## config.mk

```make
export PLATFORM = sky130hd
export DESIGN_NAME = msix_capability_regs
export DESIGN_NICKNAME = d
export VERILOG_FILES = /design/src/msix_cap_pkg.sv /design/src/msix_capability_regs.sv
export SDC_FILE = /design/constraint.sdc
export NUM_CORES = 1
export LEC_CHECK = 0
export BUFFER_PORTS_ARGS = -buffer_cell sky130_fd_sc_hd__buf_2
export CAP_MARGIN = 15
export CORE_AREA = 5 5 160 162
export CTS_CLUSTER_DIAMETER = 60
export DETAILED_ROUTE_END_ITERATION = 8
export DIE_AREA = 0 0 165 167
export PLACE_DENSITY = 0.87
export SETUP_SLACK_MARGIN = 0.02
export SYNTH_ARGS = -nofsm -noshare
export SYNTH_HDL_FRONTEND = slang
export SYNTH_SLANG_ARGS = --single-unit
```

## constraint.sdc

```tcl
create_clock -name clk -period 2 [get_ports clk]
set_clock_uncertainty 0.2 [all_clocks]
set_input_delay 0.2 -clock clk [delete_from_list [all_inputs] [get_ports clk]]
set_output_delay 0.2 -clock clk [all_outputs]
set_load 0.01 [all_outputs]
```

## src/msix_cap_pkg.sv

```systemverilog
// constants and carrier types for the extended message capability block
// assumes a dword-wide configuration access port on the core clock
package msix_cap_pkg;

  // capability layout, dword byte offsets from the capability pointer
  localparam logic [7:0] cap_off_hdr = 8'h00;
  localparam logic [7:0] cap_off_table = 8'h04;
  localparam logic [7:0] cap_off_pba = 8'h08;

  // header fields
  localparam logic [7:0] cap_id_val = 8'h11;
  localparam int ctl_lsb = 16;
  localparam int ctl_enable_bit = 15;
  localparam int ctl_fmask_bit = 14;
  localparam logic [10:0] table_size_val = 11'h001;
  localparam logic [2:0] ctl_rsvd_val = 3'h0;
  localparam logic ctl_enable_rst = 1'b0;
  localparam logic ctl_fmask_rst = 1'b0;

  // table location: offset field bits 31:3, indicator bits 2:0
  localparam logic [28:0] table_offset_val = 29'h0000000;
  localparam logic [2:0] table_bar_sel_val = 3'h0;
  localparam logic [28:0] pba_offset_val = 29'h0000100;
  localparam logic [2:0] pba_bar_sel_val = 3'h0;
  localparam logic [2:0] bar_sel_max = 3'h2;

  // vector table
  localparam int num_vectors = 2;
  localparam logic [7:0] entry_bytes = 8'h10;
  localparam logic [1:0] dw_msg_addr = 2'h0;
  localparam logic [1:0] dw_msg_upper = 2'h1;
  localparam logic [1:0] dw_msg_data = 2'h2;
  localparam logic [1:0] dw_vec_ctrl = 2'h3;
  localparam logic [31:0] entry_mask_rst = 32'h00000001;

  typedef struct packed {
    logic wr;
    logic rd;
    logic [7:0] addr;
    logic [31:0] wdata;
  } cfg_req_t;

  typedef struct packed {
    logic [31:0] addr;
    logic [31:0] upper;
    logic [31:0] data;
    logic [31:0] ctrl;
  } vec_entry_t;

endpackage : msix_cap_pkg

```

## src/msix_capability_regs.sv

```systemverilog
// extended message capability registers, vector table and request gating
// assumes single-cycle config and table ports on clk, sources on clk
`timescale 1ns/1ps
module msix_capability_regs (
  input wire logic clk, // core clock, 125 MHz
  input wire logic nrst, // async reset, active low
  input wire logic [7:0] next_ptr, // next capability pointer
  input wire msix_cap_pkg::cfg_req_t cfg_req, // config access to capability
  output logic [31:0] cfg_rdata, // config read data
  input wire msix_cap_pkg::cfg_req_t tbl_req, // memory access to vector table
  output logic [31:0] tbl_rdata, // table read data
  input wire logic msi_enable, // plain msi enable from msi capability
  input wire logic [1:0] vec_req, // per-vector service request
  output logic [1:0] vec_fire, // pulse: vector message to send
  output logic [1:0] vec_masked, // per-vector effective mask
  output msix_cap_pkg::vec_entry_t vec0_entry, // entry 0 contents
  output msix_cap_pkg::vec_entry_t vec1_entry, // entry 1 contents
  output logic msix_active, // vector mode in use
  output logic intx_allow // legacy interrupt permitted
);

  logic enable_r;
  logic enable_nxt;
  logic fmask_r;
  logic fmask_nxt;
  logic [31:0] cfg_rdata_r;
  logic [31:0] cfg_rdata_nxt;
  logic [31:0] tbl_rdata_r;
  logic [31:0] tbl_rdata_nxt;
  logic [1:0] fire_r;
  logic [1:0] fire_nxt;
  logic [1:0] masked_r;
  logic [1:0] masked_nxt;
  logic active_r;
  logic active_nxt;
  logic intx_r;
  logic intx_nxt;
  msix_cap_pkg::vec_entry_t ent_r [msix_cap_pkg::num_vectors];
  msix_cap_pkg::vec_entry_t ent_nxt [msix_cap_pkg::num_vectors];
  logic [15:0] ctl_word;
  logic [31:0] loc_word;
  logic [31:0] pba_word;
  logic tbl_sel;
  logic [1:0] tbl_dw;

  // capability words
  always_comb begin
    ctl_word = {enable_r, fmask_r, msix_cap_pkg::ctl_rsvd_val,
                msix_cap_pkg::table_size_val};
    loc_word = {msix_cap_pkg::table_offset_val,
                msix_cap_pkg::table_bar_sel_val};
    pba_word = {msix_cap_pkg::pba_offset_val, msix_cap_pkg::pba_bar_sel_val};
  end

  // control bits and config reads
  always_comb begin
    enable_nxt = enable_r;
    fmask_nxt = fmask_r;
    cfg_rdata_nxt = cfg_rdata_r;
    if (cfg_req.wr && cfg_req.addr == msix_cap_pkg::cap_off_hdr) begin
      enable_nxt = cfg_req.wdata[msix_cap_pkg::ctl_lsb + msix_cap_pkg::ctl_enable_bit];
      fmask_nxt = cfg_req.wdata[msix_cap_pkg::ctl_lsb + msix_cap_pkg::ctl_fmask_bit];
    end
    if (cfg_req.rd) begin
      if (cfg_req.addr == msix_cap_pkg::cap_off_hdr) begin
        cfg_rdata_nxt = {ctl_word, next_ptr, msix_cap_pkg::cap_id_val};
      end else if (cfg_req.addr == msix_cap_pkg::cap_off_table) begin
        cfg_rdata_nxt = loc_word;
      end else if (cfg_req.addr == msix_cap_pkg::cap_off_pba) begin
        cfg_rdata_nxt = pba_word;
      end else begin
        cfg_rdata_nxt = 32'h00000000;
      end
    end
  end

  always_ff @(posedge clk or negedge nrst) begin
    if (!nrst) begin
      enable_r <= msix_cap_pkg::ctl_enable_rst;
      fmask_r <= msix_cap_pkg::ctl_fmask_rst;
      cfg_rdata_r <= 32'h00000000;
    end else begin
      enable_r <= enable_nxt;
      fmask_r <= fmask_nxt;
      cfg_rdata_r <= cfg_rdata_nxt;
    end
  end

  // vector table: entry index from address bit 4, dword from bits 3:2
  always_comb begin
    tbl_sel = tbl_req.addr[4];
    tbl_dw = tbl_req.addr[3:2];
  end

  always_comb begin
    for (int i = 0; i < msix_cap_pkg::num_vectors; i++) begin
      ent_nxt[i] = ent_r[i];
    end
    tbl_rdata_nxt = tbl_rdata_r;
    if (tbl_req.wr && tbl_req.addr[7:5] == 3'h0) begin
      if (tbl_dw == msix_cap_pkg::dw_msg_addr) begin
        ent_nxt[tbl_sel].addr = {tbl_req.wdata[31:2], 2'h0};
      end else if (tbl_dw == msix_cap_pkg::dw_msg_upper) begin
        ent_nxt[tbl_sel].upper = tbl_req.wdata;
      end else if (tbl_dw == msix_cap_pkg::dw_msg_data) begin
        ent_nxt[tbl_sel].data = tbl_req.wdata;
      end else begin
        ent_nxt[tbl_sel].ctrl = {31'h00000000, tbl_req.wdata[0]};
      end
    end
    if (tbl_req.rd) begin
      if (tbl_req.addr[7:5] != 3'h0) begin
        tbl_rdata_nxt = 32'h00000000;
      end else if (tbl_dw == msix_cap_pkg::dw_msg_addr) begin
        tbl_rdata_nxt = ent_r[tbl_sel].addr;
      end else if (tbl_dw == msix_cap_pkg::dw_msg_upper) begin
        tbl_rdata_nxt = ent_r[tbl_sel].upper;
      end else if (tbl_dw == msix_cap_pkg::dw_msg_data) begin
        tbl_rdata_nxt = ent_r[tbl_sel].data;
      end else begin
        tbl_rdata_nxt = ent_r[tbl_sel].ctrl;
      end
    end
  end

  always_ff @(posedge clk or negedge nrst) begin
    if (!nrst) begin
      for (int i = 0; i < msix_cap_pkg::num_vectors; i++) begin
        ent_r[i] <= '{addr: 32'h00000000, upper: 32'h00000000, data: 32'h00000000,
                      ctrl: msix_cap_pkg::entry_mask_rst};
      end
      tbl_rdata_r <= 32'h00000000;
    end else begin
      for (int i = 0; i < msix_cap_pkg::num_vectors; i++) begin
        ent_r[i] <= ent_nxt[i];
      end
      tbl_rdata_r <= tbl_rdata_nxt;
    end
  end

  // per-vector masking and message gating
  always_comb begin
    for (int i = 0; i < msix_cap_pkg::num_vectors; i++) begin
      masked_nxt[i] = fmask_nxt | ent_nxt[i].ctrl[0];
    end
    active_nxt = enable_nxt & ~msi_enable;
    intx_nxt = ~enable_nxt & ~msi_enable;
    fire_nxt = vec_req & ~masked_nxt & {2{active_nxt}};
  end

  always_ff @(posedge clk or negedge nrst) begin
    if (!nrst) begin
      masked_r <= 2'h3;
      active_r <= 1'b0;
      intx_r <= 1'b1;
      fire_r <= 2'h0;
    end else begin
      masked_r <= masked_nxt;
      active_r <= active_nxt;
      intx_r <= intx_nxt;
      fire_r <= fire_nxt;
    end
  end

  assign cfg_rdata = cfg_rdata_r;
  assign tbl_rdata = tbl_rdata_r;
  assign vec_fire = fire_r;
  assign vec_masked = masked_r;
  assign vec0_entry = ent_r[0];
  assign vec1_entry = ent_r[1];
  assign msix_active = active_r;
  assign intx_allow = intx_r;

endmodule : msix_capability_regs

```

**Yosys cells after proc, flatten, opt, wreduce, memory -nomap -nowiden**

Cells that the tools add are included.
W data, S select, Z words.

- Shift operators: 0
- Divide/modulo/power cells: 0
- Bitwise operators: 10
- Mux-type cells: 28
- Multiply operators: 0
- $add $sub $neg: 0
- $lt $le $gt $ge: 2
- Eq/ne operators: 4
- Reductions and logical operators: 7

Operators by type and width:

| kind | number |
|---|---|
| $bwmux W256 | 4 |
| $mux W256 | 3 |
| $demux W128 S1 | 4 |
| $mux W128 | 4 |
| $mux W32 | 6 |
| $mux W129 | 1 |
| $mux W96 | 1 |
| $mux W64 | 1 |
| $mux W12 | 2 |
| $eq A8 B3 Y1 const B | 1 |
| $eq A8 B4 Y1 const B | 1 |
| $logic_not A8 Y1 | 1 |
| $and A2 B2 Y2 | 2 |
| $logic_and A1 B1 Y1 | 3 |
| $logic_not A3 Y1 | 1 |
| $reduce_bool A3 Y1 | 1 |
| $and A1 B1 Y1 | 2 |
| $eq A2 B1 Y1 const B | 1 |
| $eq A2 B2 Y1 const B | 1 |
| $ge A2 B2 Y1 const B | 1 |
| $logic_not A2 Y1 | 1 |
| $lt A2 B1 Y1 const B | 1 |
| $mux W1 | 2 |
| $not A1 Y1 | 2 |
| other kinds (3) | 4 |

- Latch bits: 0
- Word-level logic and storage cells: 69
- Flip-flop bits (word level): 328
- Memory bits (read-only): 0
- RAM bits: 0
- Memories: 0

**Longest topological paths before layout**

Gate-level depths: netlist (run 1).

- Word-level depth: 14
- Mapped depth: 7

**Worst setup path before layout (run 1)**

Ideal clock, no wire load.

- Path type: input -> register
- Start: input tbl_req[36] (netlist name)
- End: register tbl_rdata_r[11] (netlist: tbl_rdata[11])
- Stages: 4
- Required time: 1.674 ns
- Arrival: 1.517 ns
- Setup slack: 0.157 ns
- Cell sequence: buf_2 buf_2 mux4_2 a221o_1

- Cells in the longest elaborated chain, start to end: 8

RTL lines:

| element | line | source |
|---|---|---|
| start: declaration | msix_capability_regs.sv:10 | `input wire msix_cap_pkg::cfg_req_t tbl_req,` |
| $not A1 Y2 (implied by the code) (*) | - |  |
| $mux W128 (implied by the code) (*) (3 in series) | msix_capability_regs.sv:121 | `tbl_rdata_nxt = ent_r[tbl_sel].ctrl;` |
| $mux W32 | msix_capability_regs.sv:118 | `end else if (tbl_dw == msix_cap_pkg::dw_msg_data) begin` |
| $mux W32 | msix_capability_regs.sv:116 | `end else if (tbl_dw == msix_cap_pkg::dw_msg_upper) begin` |
| $mux W32 (*) | msix_capability_regs.sv:114 | `end else if (tbl_dw == msix_cap_pkg::dw_msg_addr) begin` |
| $mux W32 (*) | msix_capability_regs.sv:112 | `if (tbl_req.addr[7:5] != 3'h0) begin` |
| end signal: assignment | msix_capability_regs.sv:137 | `tbl_rdata_r <= tbl_rdata_nxt;` |
| end: declaration | msix_capability_regs.sv:28 | `logic [31:0] tbl_rdata_r;` |

Mark *: on every way between the ends. The rest lies on a longest branch, timed or not. The select of a mux whose other input is x is not followed.
A chain may end at the register's enable or synchronous reset.

**Worst setup path after layout (run 1)**

- Start: input cfg_req[35] (netlist name)
- End: register intx_r (netlist: intx_allow)

- Cells in the longest elaborated chain, start to end: 5

RTL lines:

| element | line | source |
|---|---|---|
| start: declaration | msix_capability_regs.sv:8 | `input wire msix_cap_pkg::cfg_req_t cfg_req,` |
| $logic_not A8 Y1 | msix_capability_regs.sv:60 | `if (cfg_req.wr && cfg_req.addr == msix_cap_pkg::cap_off_hdr) begin` |
| $logic_and A1 B1 Y1 | msix_capability_regs.sv:60 |  |
| $mux W1 | msix_capability_regs.sv:60 |  |
| net enable_nxt | msix_capability_regs.sv:23 | `logic enable_nxt;` |
| $not A1 Y1 | msix_capability_regs.sv:147 | `intx_nxt = ~enable_nxt & ~msi_enable;` |
| $and A1 B1 Y1 | msix_capability_regs.sv:147 |  |
| net intx_nxt | msix_capability_regs.sv:37 | `logic intx_nxt;` |
| end signal: assignment | msix_capability_regs.sv:160 | `intx_r <= intx_nxt;` |
| end: declaration | msix_capability_regs.sv:36 | `logic intx_r;` |

The timed path passes the listed nets, and every way through them passes these cells.

==> results of run 1 <==
==> area by class of cell <==
cell class	instances	area, µm²
clock buffer	41	787
fill	1802	9340
tap	324	405
timing repair buffer	423	2780
multi-input combinational	512	4460
inverter	10	41.3
antenna	1	2.50
sequential	241	6040
clock inverter	7	110
==> through the flow <==
step | util, % | area (µm²) | setup slack [ns]
6_report | 61.0 | 14600 | 0.0783
3_3_place_gp | 54.6 | 13100 | 0.00187
5_1_grt | 61.0 | 14600 | 0.0368
2_1_floorplan | - | 11400 | 0.157
3_5_place_dp | 54.6 | 13100 | -0.0539
4_1_cts | 60.9 | 14600 | 0.0605
==> routing by layer <==
layer  wire (µm)  up-vias  GRT usage [%]
met3        3340      106           6.85
met4        1570        2           11.3
met5          12        -              0
met2       18500      489           44.4
met1       13100     4294           30.3
li1            -     3628              -
==> logic make-up after synthesis <==
group	after synthesis	synth area share, %
muxes	257	27.0
DFF	241	54.5
buffers and inverters	147	8.33
AOI/OAI and AO/OA	109	6.94
and+or+nand+nor	61	3.20
other	1	0.0339
==> registers in the layout, indices dropped and copies added (netlist names) <==
| register | count |
|---|---|
| vec0_entry | 95 |
| vec1_entry | 95 |
| tbl_rdata | 32 |
| cfg_rdata | 11 |
| vec_fire | 2 |
| vec_masked | 2 |
| enable_r | 1 |
| fmask_r | 1 |
| intx_allow | 1 |
| msix_active | 1 |
==> where the power goes <==
part,switching (mW),internal [mW]
clock network,1.98,2.97
logic,1.26,1.12
registers,0.441,5.43
==> synthesized netlist by cell type, types with 2 or more instances <==
library cell / instances
mux2_1: 6
nand2b_1: 4
nand4_1: 3
o211ai_1: 8
dfrtp_1: 236
o2bb2ai_1: 10
o21ai_0: 21
nor3_1: 11
nand3_1: 11
dfstp_2: 5
nand2_1: 12
a221o_1: 10
and3_1: 2
a22oi_1: 3
clkbuf_1: 19
a21oi_1: 27
buf_1: 2
buf_2: 26
mux4_2: 14
nor3_2: 2
mux2i_1: 51
a32o_1: 8
mux2_2: 186
nor2_1: 4
nor2_2: 3
inv_1: 10
nor2b_1: 2
a22o_1: 10
a211oi_1: 9
buf_4: 90
==> path summary, 6_finish.rpt <==
| check | startpoint | end | slack (ns) | depth (start not counted) |
|---|---|---|---|---|
| setup / recovery | cfg_req[35] | intx_allow$_DFF_PN1_ | 0.08 | 6 |
| hold / removal | nrst | vec1_entry[42]$_DFFE_PN0P_ | -0.01 | 2 |
| setup reg to reg | enable_r$_DFF_PN0_ | intx_allow$_DFF_PN1_ | 0.38 | 3 |
| hold reg to reg | tbl_rdata[28]$_DFFE_PN0P_ | tbl_rdata[28]$_DFFE_PN0P_ | 0.28 | 1 |
| max in group asynchronous | nrst | tbl_rdata[23]$_DFFE_PN0P_ | 0.89 | 3 |
| min in group clk | tbl_req[39] | tbl_rdata[0]$_DFFE_PN0P_ | 0.05 | 5 |
==> cells in the final DEF (no fill, tap or decap), types with 2 or more instances in the layout <==
cell type	n
mux4_2	14
nor3_1	11
clkbuf_1	7
nor2_4	2
nand3_1	10
and3_1	2
inv_1	9
bufinv_16	2
mux2i_1	51
nor2_1	4
buf_4	45
dlygate4sd3_1	59
nand2_1	12
nand4_1	3
o211ai_1	8
mux2_2	186
inv_6	3
clkbuf_8	8
clkinvlp_4	2
dfstp_2	5
a32o_1	8
buf_2	302
a211oi_1	9
mux2_1	6
buf_12	16
a221o_1	10
clkbuf_16	26
o21ai_0	21
a22oi_1	3
nand2b_1	4
a22o_1	10
a21oi_1	27
o2bb2ai_1	10
conb_1	85
dfrtp_1	236
==> what timing repair did <==
| action | in CTS | in global routing |
|---|---|---|
| resized for setup | 0 | 2 |
| hold endpoints to repair | 451 | 0 |
| endpoints found under the setup margin | 0 | 9 |
| setup buffers | 0 | 4 |
| hold buffers | 60 | 0 |
==> worst register-to-register path, delay by kind of cell, from the launching register on <==
family / cells / cell delay, ns
buffers and inverters: 1 / 0.56
flip-flops: 1 / 0.40
AND/OR/NAND/NOR: 1 / 0.10
multiplexers: 1 / 0.30
==> results.yml, run 1 <==
synth:
  synth_seq_area_share_pct: 54.5
  synth_area_leaders: "dfrtp_1 53%, mux2_2 19%, buf_4 6.1%"
  synth_cell_types: 41
  netlist_area_um2: 11100
  synth-edff-count: 0
  netlist.area_leader.share_pct: 53.3
  netlist_instances: 816
  synth_area_per_cell_um2: 13.6
  synth-async-reset-ratio_pct: 100
  synth_top_area_cell: "dfrtp_1"
  synthFlopType: "dfrtp_1"
  synth_seq_cells: 241
  yosys_warnings: 0
routing:
  num_vias: 8519
  routed_wl_mm: 36.5
  drc: 0
  drtAntennaViolNets: 0
  dr.first_iter.drc_count: 515
  drt-pass1-iter-count: 5
  routed_via_density: 5.46
  wire_per_inst_um: 23.4
critical_path:
  crit_type: "in2reg"
  crit_chain: "dlygate4sd3_1 > buf_2 > nand4bb_2 > mux2_2 > nor2_1 > dlygate4sd3_1"
  cp_max_fo: 3
  end_kind: "register"
  crit_arrival_ns: 2.20
  crit_top_cell: "dlygate4sd3_1"
  required_ns: 2.28
  worstPathBufferInverterCount: 3
  worst_path_dominant_cell_family: "buffers and inverters"
  cp_slowest_cell: "dlygate4sd3_1"
  start_kind: "primary input"
  cp_slowest_stage_delay_ns: 0.56
place:
  gp_congestion: 0.827
  dp_hpwl_mm: 24.5
  dp_cells: 1447
  port_buffers: 305
clocking:
  path_clk_slew_ns: 0.06
  clockBufferDepth: 3
  htreeDepth: 1
  cts_buffers: 26
  cts_tree: "built"
  clk-insertion-delay-late_ns: 0.54
  clock-sinks: 241
  cts_root_buf: "clkbuf_16"
floorplanning:
  chipWidth_um: 165
  pin_count: 423
  num_rows: 57
  die_area_um2: 27600
  die_y_um: 167
  start_util_pct: 46.2
  core_um2: 24000
timing:
  report.final.setup_viol: 0
  relSlewSlack_pct: 63.2
  finalHoldViolCount: 3
  fmax_ghz: 0.520
  post-route-min-period_ns: 1.92
  worst_pin_slew_ns: 0.552
  fin_crit_sh_pct: 96.1
  drv_slew: 0
  hold_slack_ns: -0.00972
  rsz0062_at_grt: "false"
  setup_tns_ns: 0
global_routing:
  antenna_found_initial: 2
  first_global_vias: 9200
  grt_max_degree: 64
  grt_usage_pct: 25.9
  grt_pass1_wl_mm: 55.3
  grt_overflow: 0
pwr:
  ir_worst_vdd_v: 0.000791
  power_density_nw_per_um2: 902
  total_power_mw: 13.2
  leakagePower_nw: 7.76
layout:
  synthToLayoutAreaGrowth_pct: 32.1
  nets: 1311
  final_cells: 1559
  drive_above_1_share_pct: 50.4
run_status:
  violations: "hold timing"
  status: "complete, but fails checks"
flow_run:
  maxCapViolCount: 0
worst_hold_path:
  hold_class: "in2async"
Power figures use the tool's default switching activity.
==> inputs of run 2 (changes only) <==
Settings changed: MAX_ROUTING_LAYER set to met4.
==> results.yml, run 2 (synthesized netlist as in run 1, its figures left out) <==
clocking:
  path_clk_slew_ns: 0.06
  clockBufferDepth: 3
  clk-insertion-delay-late_ns: 0.53
  clock-sinks: 241
  htreeDepth: 1
  cts_tree: "built"
  cts_root_buf: "clkbuf_16"
  cts_buffers: 26
critical_path:
  end_kind: "register"
  crit_type: "in2reg"
  cp_slowest_cell: "dlygate4sd3_1"
  cp_max_fo: 3
  crit_top_cell: "dlygate4sd3_1"
  rrSetupSlack_ns: 0.36
  cp_slowest_stage_delay_ns: 0.56
  worstPathBufferInverterCount: 3
  crit_arrival_ns: 2.20
  worst_path_dominant_cell_family: "buffers and inverters"
  crit_chain: "dlygate4sd3_1 > buf_2 > nand4bb_2 > mux2_2 > nor2_1 > dlygate4sd3_1"
  required_ns: 2.28
  start_kind: "primary input"
pwr:
  seq_power_share_pct: 44.4
  leakagePower_nw: 7.76
  combPwrFrac_pct: 18.0
  clkPwrFrac_pct: 37.6
  internal_power_mw: 9.52
  net-switching-power_mw: 3.68
  power_density_nw_per_um2: 903
  total_power_mw: 13.2
  swShare_pct: 27.9
  ir_worst_vdd_v: 0.000789
floorplanning:
  die_area_um2: 27600
  chipWidth_um: 165
  die_y_um: 167
  num_rows: 57
  core_um2: 24000
  pin_count: 423
  start_util_pct: 46.2
timing:
  rsz0062_at_grt: "false"
  fin_ws_ns: 0.0771
  finalHoldViolCount: 5
  drv_slew: 0
  post-route-min-period_ns: 1.92
  hold_slack_ns: -0.0124
  worst_pin_slew_ns: 0.546
  fin_crit_sh_pct: 96.1
  report.final.setup_viol: 0
  fmax_ghz: 0.520
  relSlewSlack_pct: 63.6
routing:
  num_vias: 8491
  drtAntennaViolNets: 0
  dr.first_iter.drc_count: 473
  drc: 0
  wire_per_inst_um: 23.3
  routed_wl_mm: 36.4
  drt-pass1-iter-count: 4
  routed_via_density: 5.44
global_routing:
  grt_usage_pct: 26.6
  antenna_found_initial: 2
  grt_pass1_wl_mm: 55.1
  first_global_vias: 9256
  grt_overflow: 0
  grt_max_degree: 64
flow_run:
  maxCapViolCount: 0
place:
  port_buffers: 305
  dp_cells: 1447
  dp_slack_ns: -0.0539
  dp_hpwl_mm: 24.5
  gp_congestion: 0.840
run_status:
  status: "complete, but fails checks"
  violations: "hold timing"
layout:
  synthToLayoutAreaGrowth_pct: 32.1
  nets: 1311
  final_common_cell: "buf_2"
  drive_above_1_share_pct: 50.4
  final_cells: 1561
  layout_common_cells: "302 x buf_2, 236 x dfrtp_1, 186 x mux2_2, 85 x conb_1, 59 x dlygate4sd3_1"
worst_hold_path:
  hold_class: "in2async"
run 2: cell count changes in the layout (fill, tap and decap cells not counted):
cell,before,now
diode_2,1,3
run 2: cell type report:
type                            instances  area, µm²
Timing Repair Buffer                  423       2780
Multi-Input combinational cell        512       4460
Antenna cell                            3       7.51
Fill cell                            1802       9340
Sequential cell                       241       6040
Clock buffer                           41        787
Tap cell                              324        405
Inverter                               10       41.3
Clock inverter                          7        110
run 2: timing repair:
action / 4_1_cts / 5_1_grt
buffers inserted: 0 / 4
gates resized for setup: 0 / 2
setup endpoints to repair: 0 / 9
hold buffers: 60 / 0
endpoints found under the hold margin: 451 / 0
run 2: per-layer routing:
metal  share of wire [%]  GRT usage, %  up-vias
met5                   0             -        -
met4                 4.3          11.4        0
met3                 8.8          6.52      112
met2                  51          44.5      480
met1                  36          30.3     4277
li1                    -             -     3622
run 2: power by group through the flow:
| stage | clock network (mW) | registers, mW | logic [mW] |
|---|---|---|---|
| floorplan | 0 | 6.10 | 1.01 |
| finish | 4.96 | 5.87 | 2.38 |
| global placement | 0 | 5.89 | 2.20 |
| detailed placement | 0 | 5.93 | 2.26 |
| CTS | 5.03 | 5.85 | 2.36 |
| global route | 5.25 | 5.93 | 2.56 |
run 2: through the flow:
stage | instance area [µm²] | util, % | setup TNS [ns]
after detailed placement | 13100 | 54.6 | -1.25
final | 14600 | 61.0 | 0
after global placement | 13100 | 54.6 | 0
after global routing | 14600 | 61.0 | 0
after CTS | 14600 | 60.9 | 0
after floorplan | 11400 | - | 0
run 2: final timing paths:
path	startpoint	end	cells after the start
max	cfg_req[35]	intx_allow$_DFF_PN1_	6
max in group asynchronous	nrst	tbl_rdata[23]$_DFFE_PN0P_	3
max reg2reg	enable_r$_DFF_PN0_	intx_allow$_DFF_PN1_	3
min in group clk	tbl_req[39]	tbl_rdata[0]$_DFFE_PN0P_	5
min	nrst	vec1_entry[42]$_DFFE_PN0P_	2
min reg2reg	tbl_rdata[28]$_DFFE_PN0P_	tbl_rdata[28]$_DFFE_PN0P_	1
==> inputs of run 3 (changes only) <==
Settings changed: CORE_AREA 5 5 160 162 to 5 5 163 165, CTS_BUF_LIST set to sky130_fd_sc_hd__clkbuf_4, DIE_AREA 0 0 165 167 to 0 0 168 170, PLACE_DENSITY 0.87 to 0.85.
==> results.yml, run 3 (synthesized netlist as in run 1, its figures left out) <==
place:
  port_buffers: 305
  dp_hpwl_mm: 24.8
  dp_slack_ns: -0.107
  gp_congestion: 0.849
  dp_cells: 1456
timing:
  fin_ws_ns: -0.00281
  fin_crit_sh_pct: 100
  post-route-min-period_ns: 2.00
  fmax_ghz: 0.499
  relSlewSlack_pct: 60.6
  report.final.setup_viol: 1
  worst_pin_slew_ns: 0.591
  finalHoldViolCount: 0
  drv_slew: 0
  rsz0062_at_grt: "true"
critical_path:
  required_ns: 2.32
  rrSetupSlack_ns: 0.24
  end_kind: "register"
  rr_worst_depth: 3
  r2r_end: "msix_active$_DFF_PN0_"
  crit_end: "tbl_rdata[24]$_DFFE_PN0P_"
  cp_max_fo: 7
  rr_startpoint: "enable_r$_DFF_PN0_"
  startpoint: "tbl_req[38]"
  start_kind: "primary input"
  crit_arrival_ns: 2.32
  crit_type: "in2reg"
floorplanning:
  num_rows: 58
  core_um2: 24900
  start_util_pct: 44.5
  die_area_um2: 28600
  chipWidth_um: 168
  pin_count: 423
  die_y_um: 170
layout:
  fill_cells: 1971
  drive_above_1_share_pct: 52.0
  nets: 1369
  seq_area_um2: 6040
  multi_input_area_um2: 4470
  final_common_cell: "buf_2"
  final_cells: 1643
  layout_common_cells: "301 x buf_2, 236 x dfrtp_1, 186 x mux2_2, 93 x clkbuf_4, 85 x conb_1"
  synthToLayoutAreaGrowth_pct: 32.9
pwr:
  power_density_nw_per_um2: 856
  swShare_pct: 30.0
  clkPwrFrac_pct: 34.6
  combPwrFrac_pct: 18.9
  net-switching-power_mw: 3.78
  ir_worst_vdd_v: 0.000717
  internal_power_mw: 8.82
  leakagePower_nw: 7.88
  seq_power_share_pct: 46.6
  total_power_mw: 12.6
clocking:
  clock-sinks: 241
  clockBufferDepth: 3
  cts_buffers: 66
  cts_root_buf: "clkbuf_4"
  clk-insertion-delay-late_ns: 0.66
  path_clk_slew_ns: 0.06
  cts_tree: "built"
  htreeDepth: 3
routing:
  routed_via_density: 5.29
  drt-pass1-iter-count: 5
  routed_wl_mm: 36.8
  drc: 0
  dr.first_iter.drc_count: 374
  num_vias: 8698
  drtAntennaViolNets: 0
  wire_per_inst_um: 22.4
run_status:
  status: "complete, but fails checks"
  violations: "setup timing"
global_routing:
  grt_pass1_wl_mm: 56.5
  grt_usage_pct: 26.3
  grt_overflow: 0
  first_global_vias: 9536
  antenna_found_initial: 3
  grt_max_degree: 66
worst_hold_path:
  hold_class: "in2reg"
flow_run:
  maxCapViolCount: 0
-- run 3: changes by cell type in the layout (fill, tap and decap cells not counted), moves of 2 or more --
cell	delta
clkbuf_1	-7
clkbuf_16	-26
clkbuf_4	+93
clkbuf_8	-8
clkinv_1	+6
clkinv_4	+2
dlygate4sd3_1	+18
-- run 3: critical path, cell delays in order --
cell and delay [ns]:
buf_2 0.13, dlygate4sd3_1 0.55, or4b_2 0.77, buf_4 0.22
nor2_1 0.25, a22oi_1 0.11, o21ai_0 0.09
-- run 3: layout make-up --
class,instances,area share [%]
inverters,10,0.255
well taps,330,2.80
diodes,3,0.0510
clock inverters,14,0.705
flip-flops and latches,241,41.0
multi-input cells,512,30.4
clock buffers,92,4.69
repair buffers,441,20.1
-- run 3: repair_timing --
| item | 4_1_cts | 5_1_grt |
|---|---|---|
| hold buffers | 77 | 0 |
| resized for setup | 0 | 4 |
| endpoints found under the hold margin | 472 | 0 |
| endpoints found under the setup margin | 0 | 19 |
| buffers inserted | 0 | 1 |
-- run 3: how the worst min path moves through the flow --
stage,slack (ns),endpoint,cells past startpoint,from
2_1_floorplan,-0.30,cfg_rdata[10]$_DFFE_PN0P_,0,nrst
3_3_place_gp,0.007,vec0_entry[67]$_DFFE_PN0P_,1,nrst
3_5_place_dp,0.01,vec0_entry[99]$_DFFE_PN0P_,1,nrst
4_1_cts,0.01,msix_active$_DFF_PN0_,3,msi_enable
5_1_grt,0.02,msix_active$_DFF_PN0_,3,msi_enable
6_report,0.06,msix_active$_DFF_PN0_,3,msi_enable
-- run 3: stage by stage --
step	hold WS, ns	instance area (µm²)	TNS [ns]	util [%]
5_1_grt	0.0218	14700	0	59.1
4_1_cts	0.00972	14700	0	59.0
3_3_place_gp	0.00727	13100	-0.540	52.7
2_1_floorplan	-0.296	11400	0	-
3_5_place_dp	0.0112	13100	-3.63	52.7
6_report	0.0567	14700	-0.00281	59.1
-- run 3: power groups by stage --
stage	sequential [mW]	clock, mW	combinational [mW]
floorplan	6.10	0	1.01
global placement	5.90	0	2.20
detailed placement	5.94	0	2.27
CTS	5.85	4.43	2.38
global route	5.94	4.73	2.57
finish	5.87	4.35	2.38
-- run 3: metal layers --
metal / part of all wire [%] / global-route usage [%] / vias up
met5: 0 / - / -
li1: - / - / 3752
met3: 8.1 / 7.04 / 88
met1: 39 / 30.8 / 4408
met2: 50 / 44.1 / 450
met4: 3.0 / 9.46 / 0
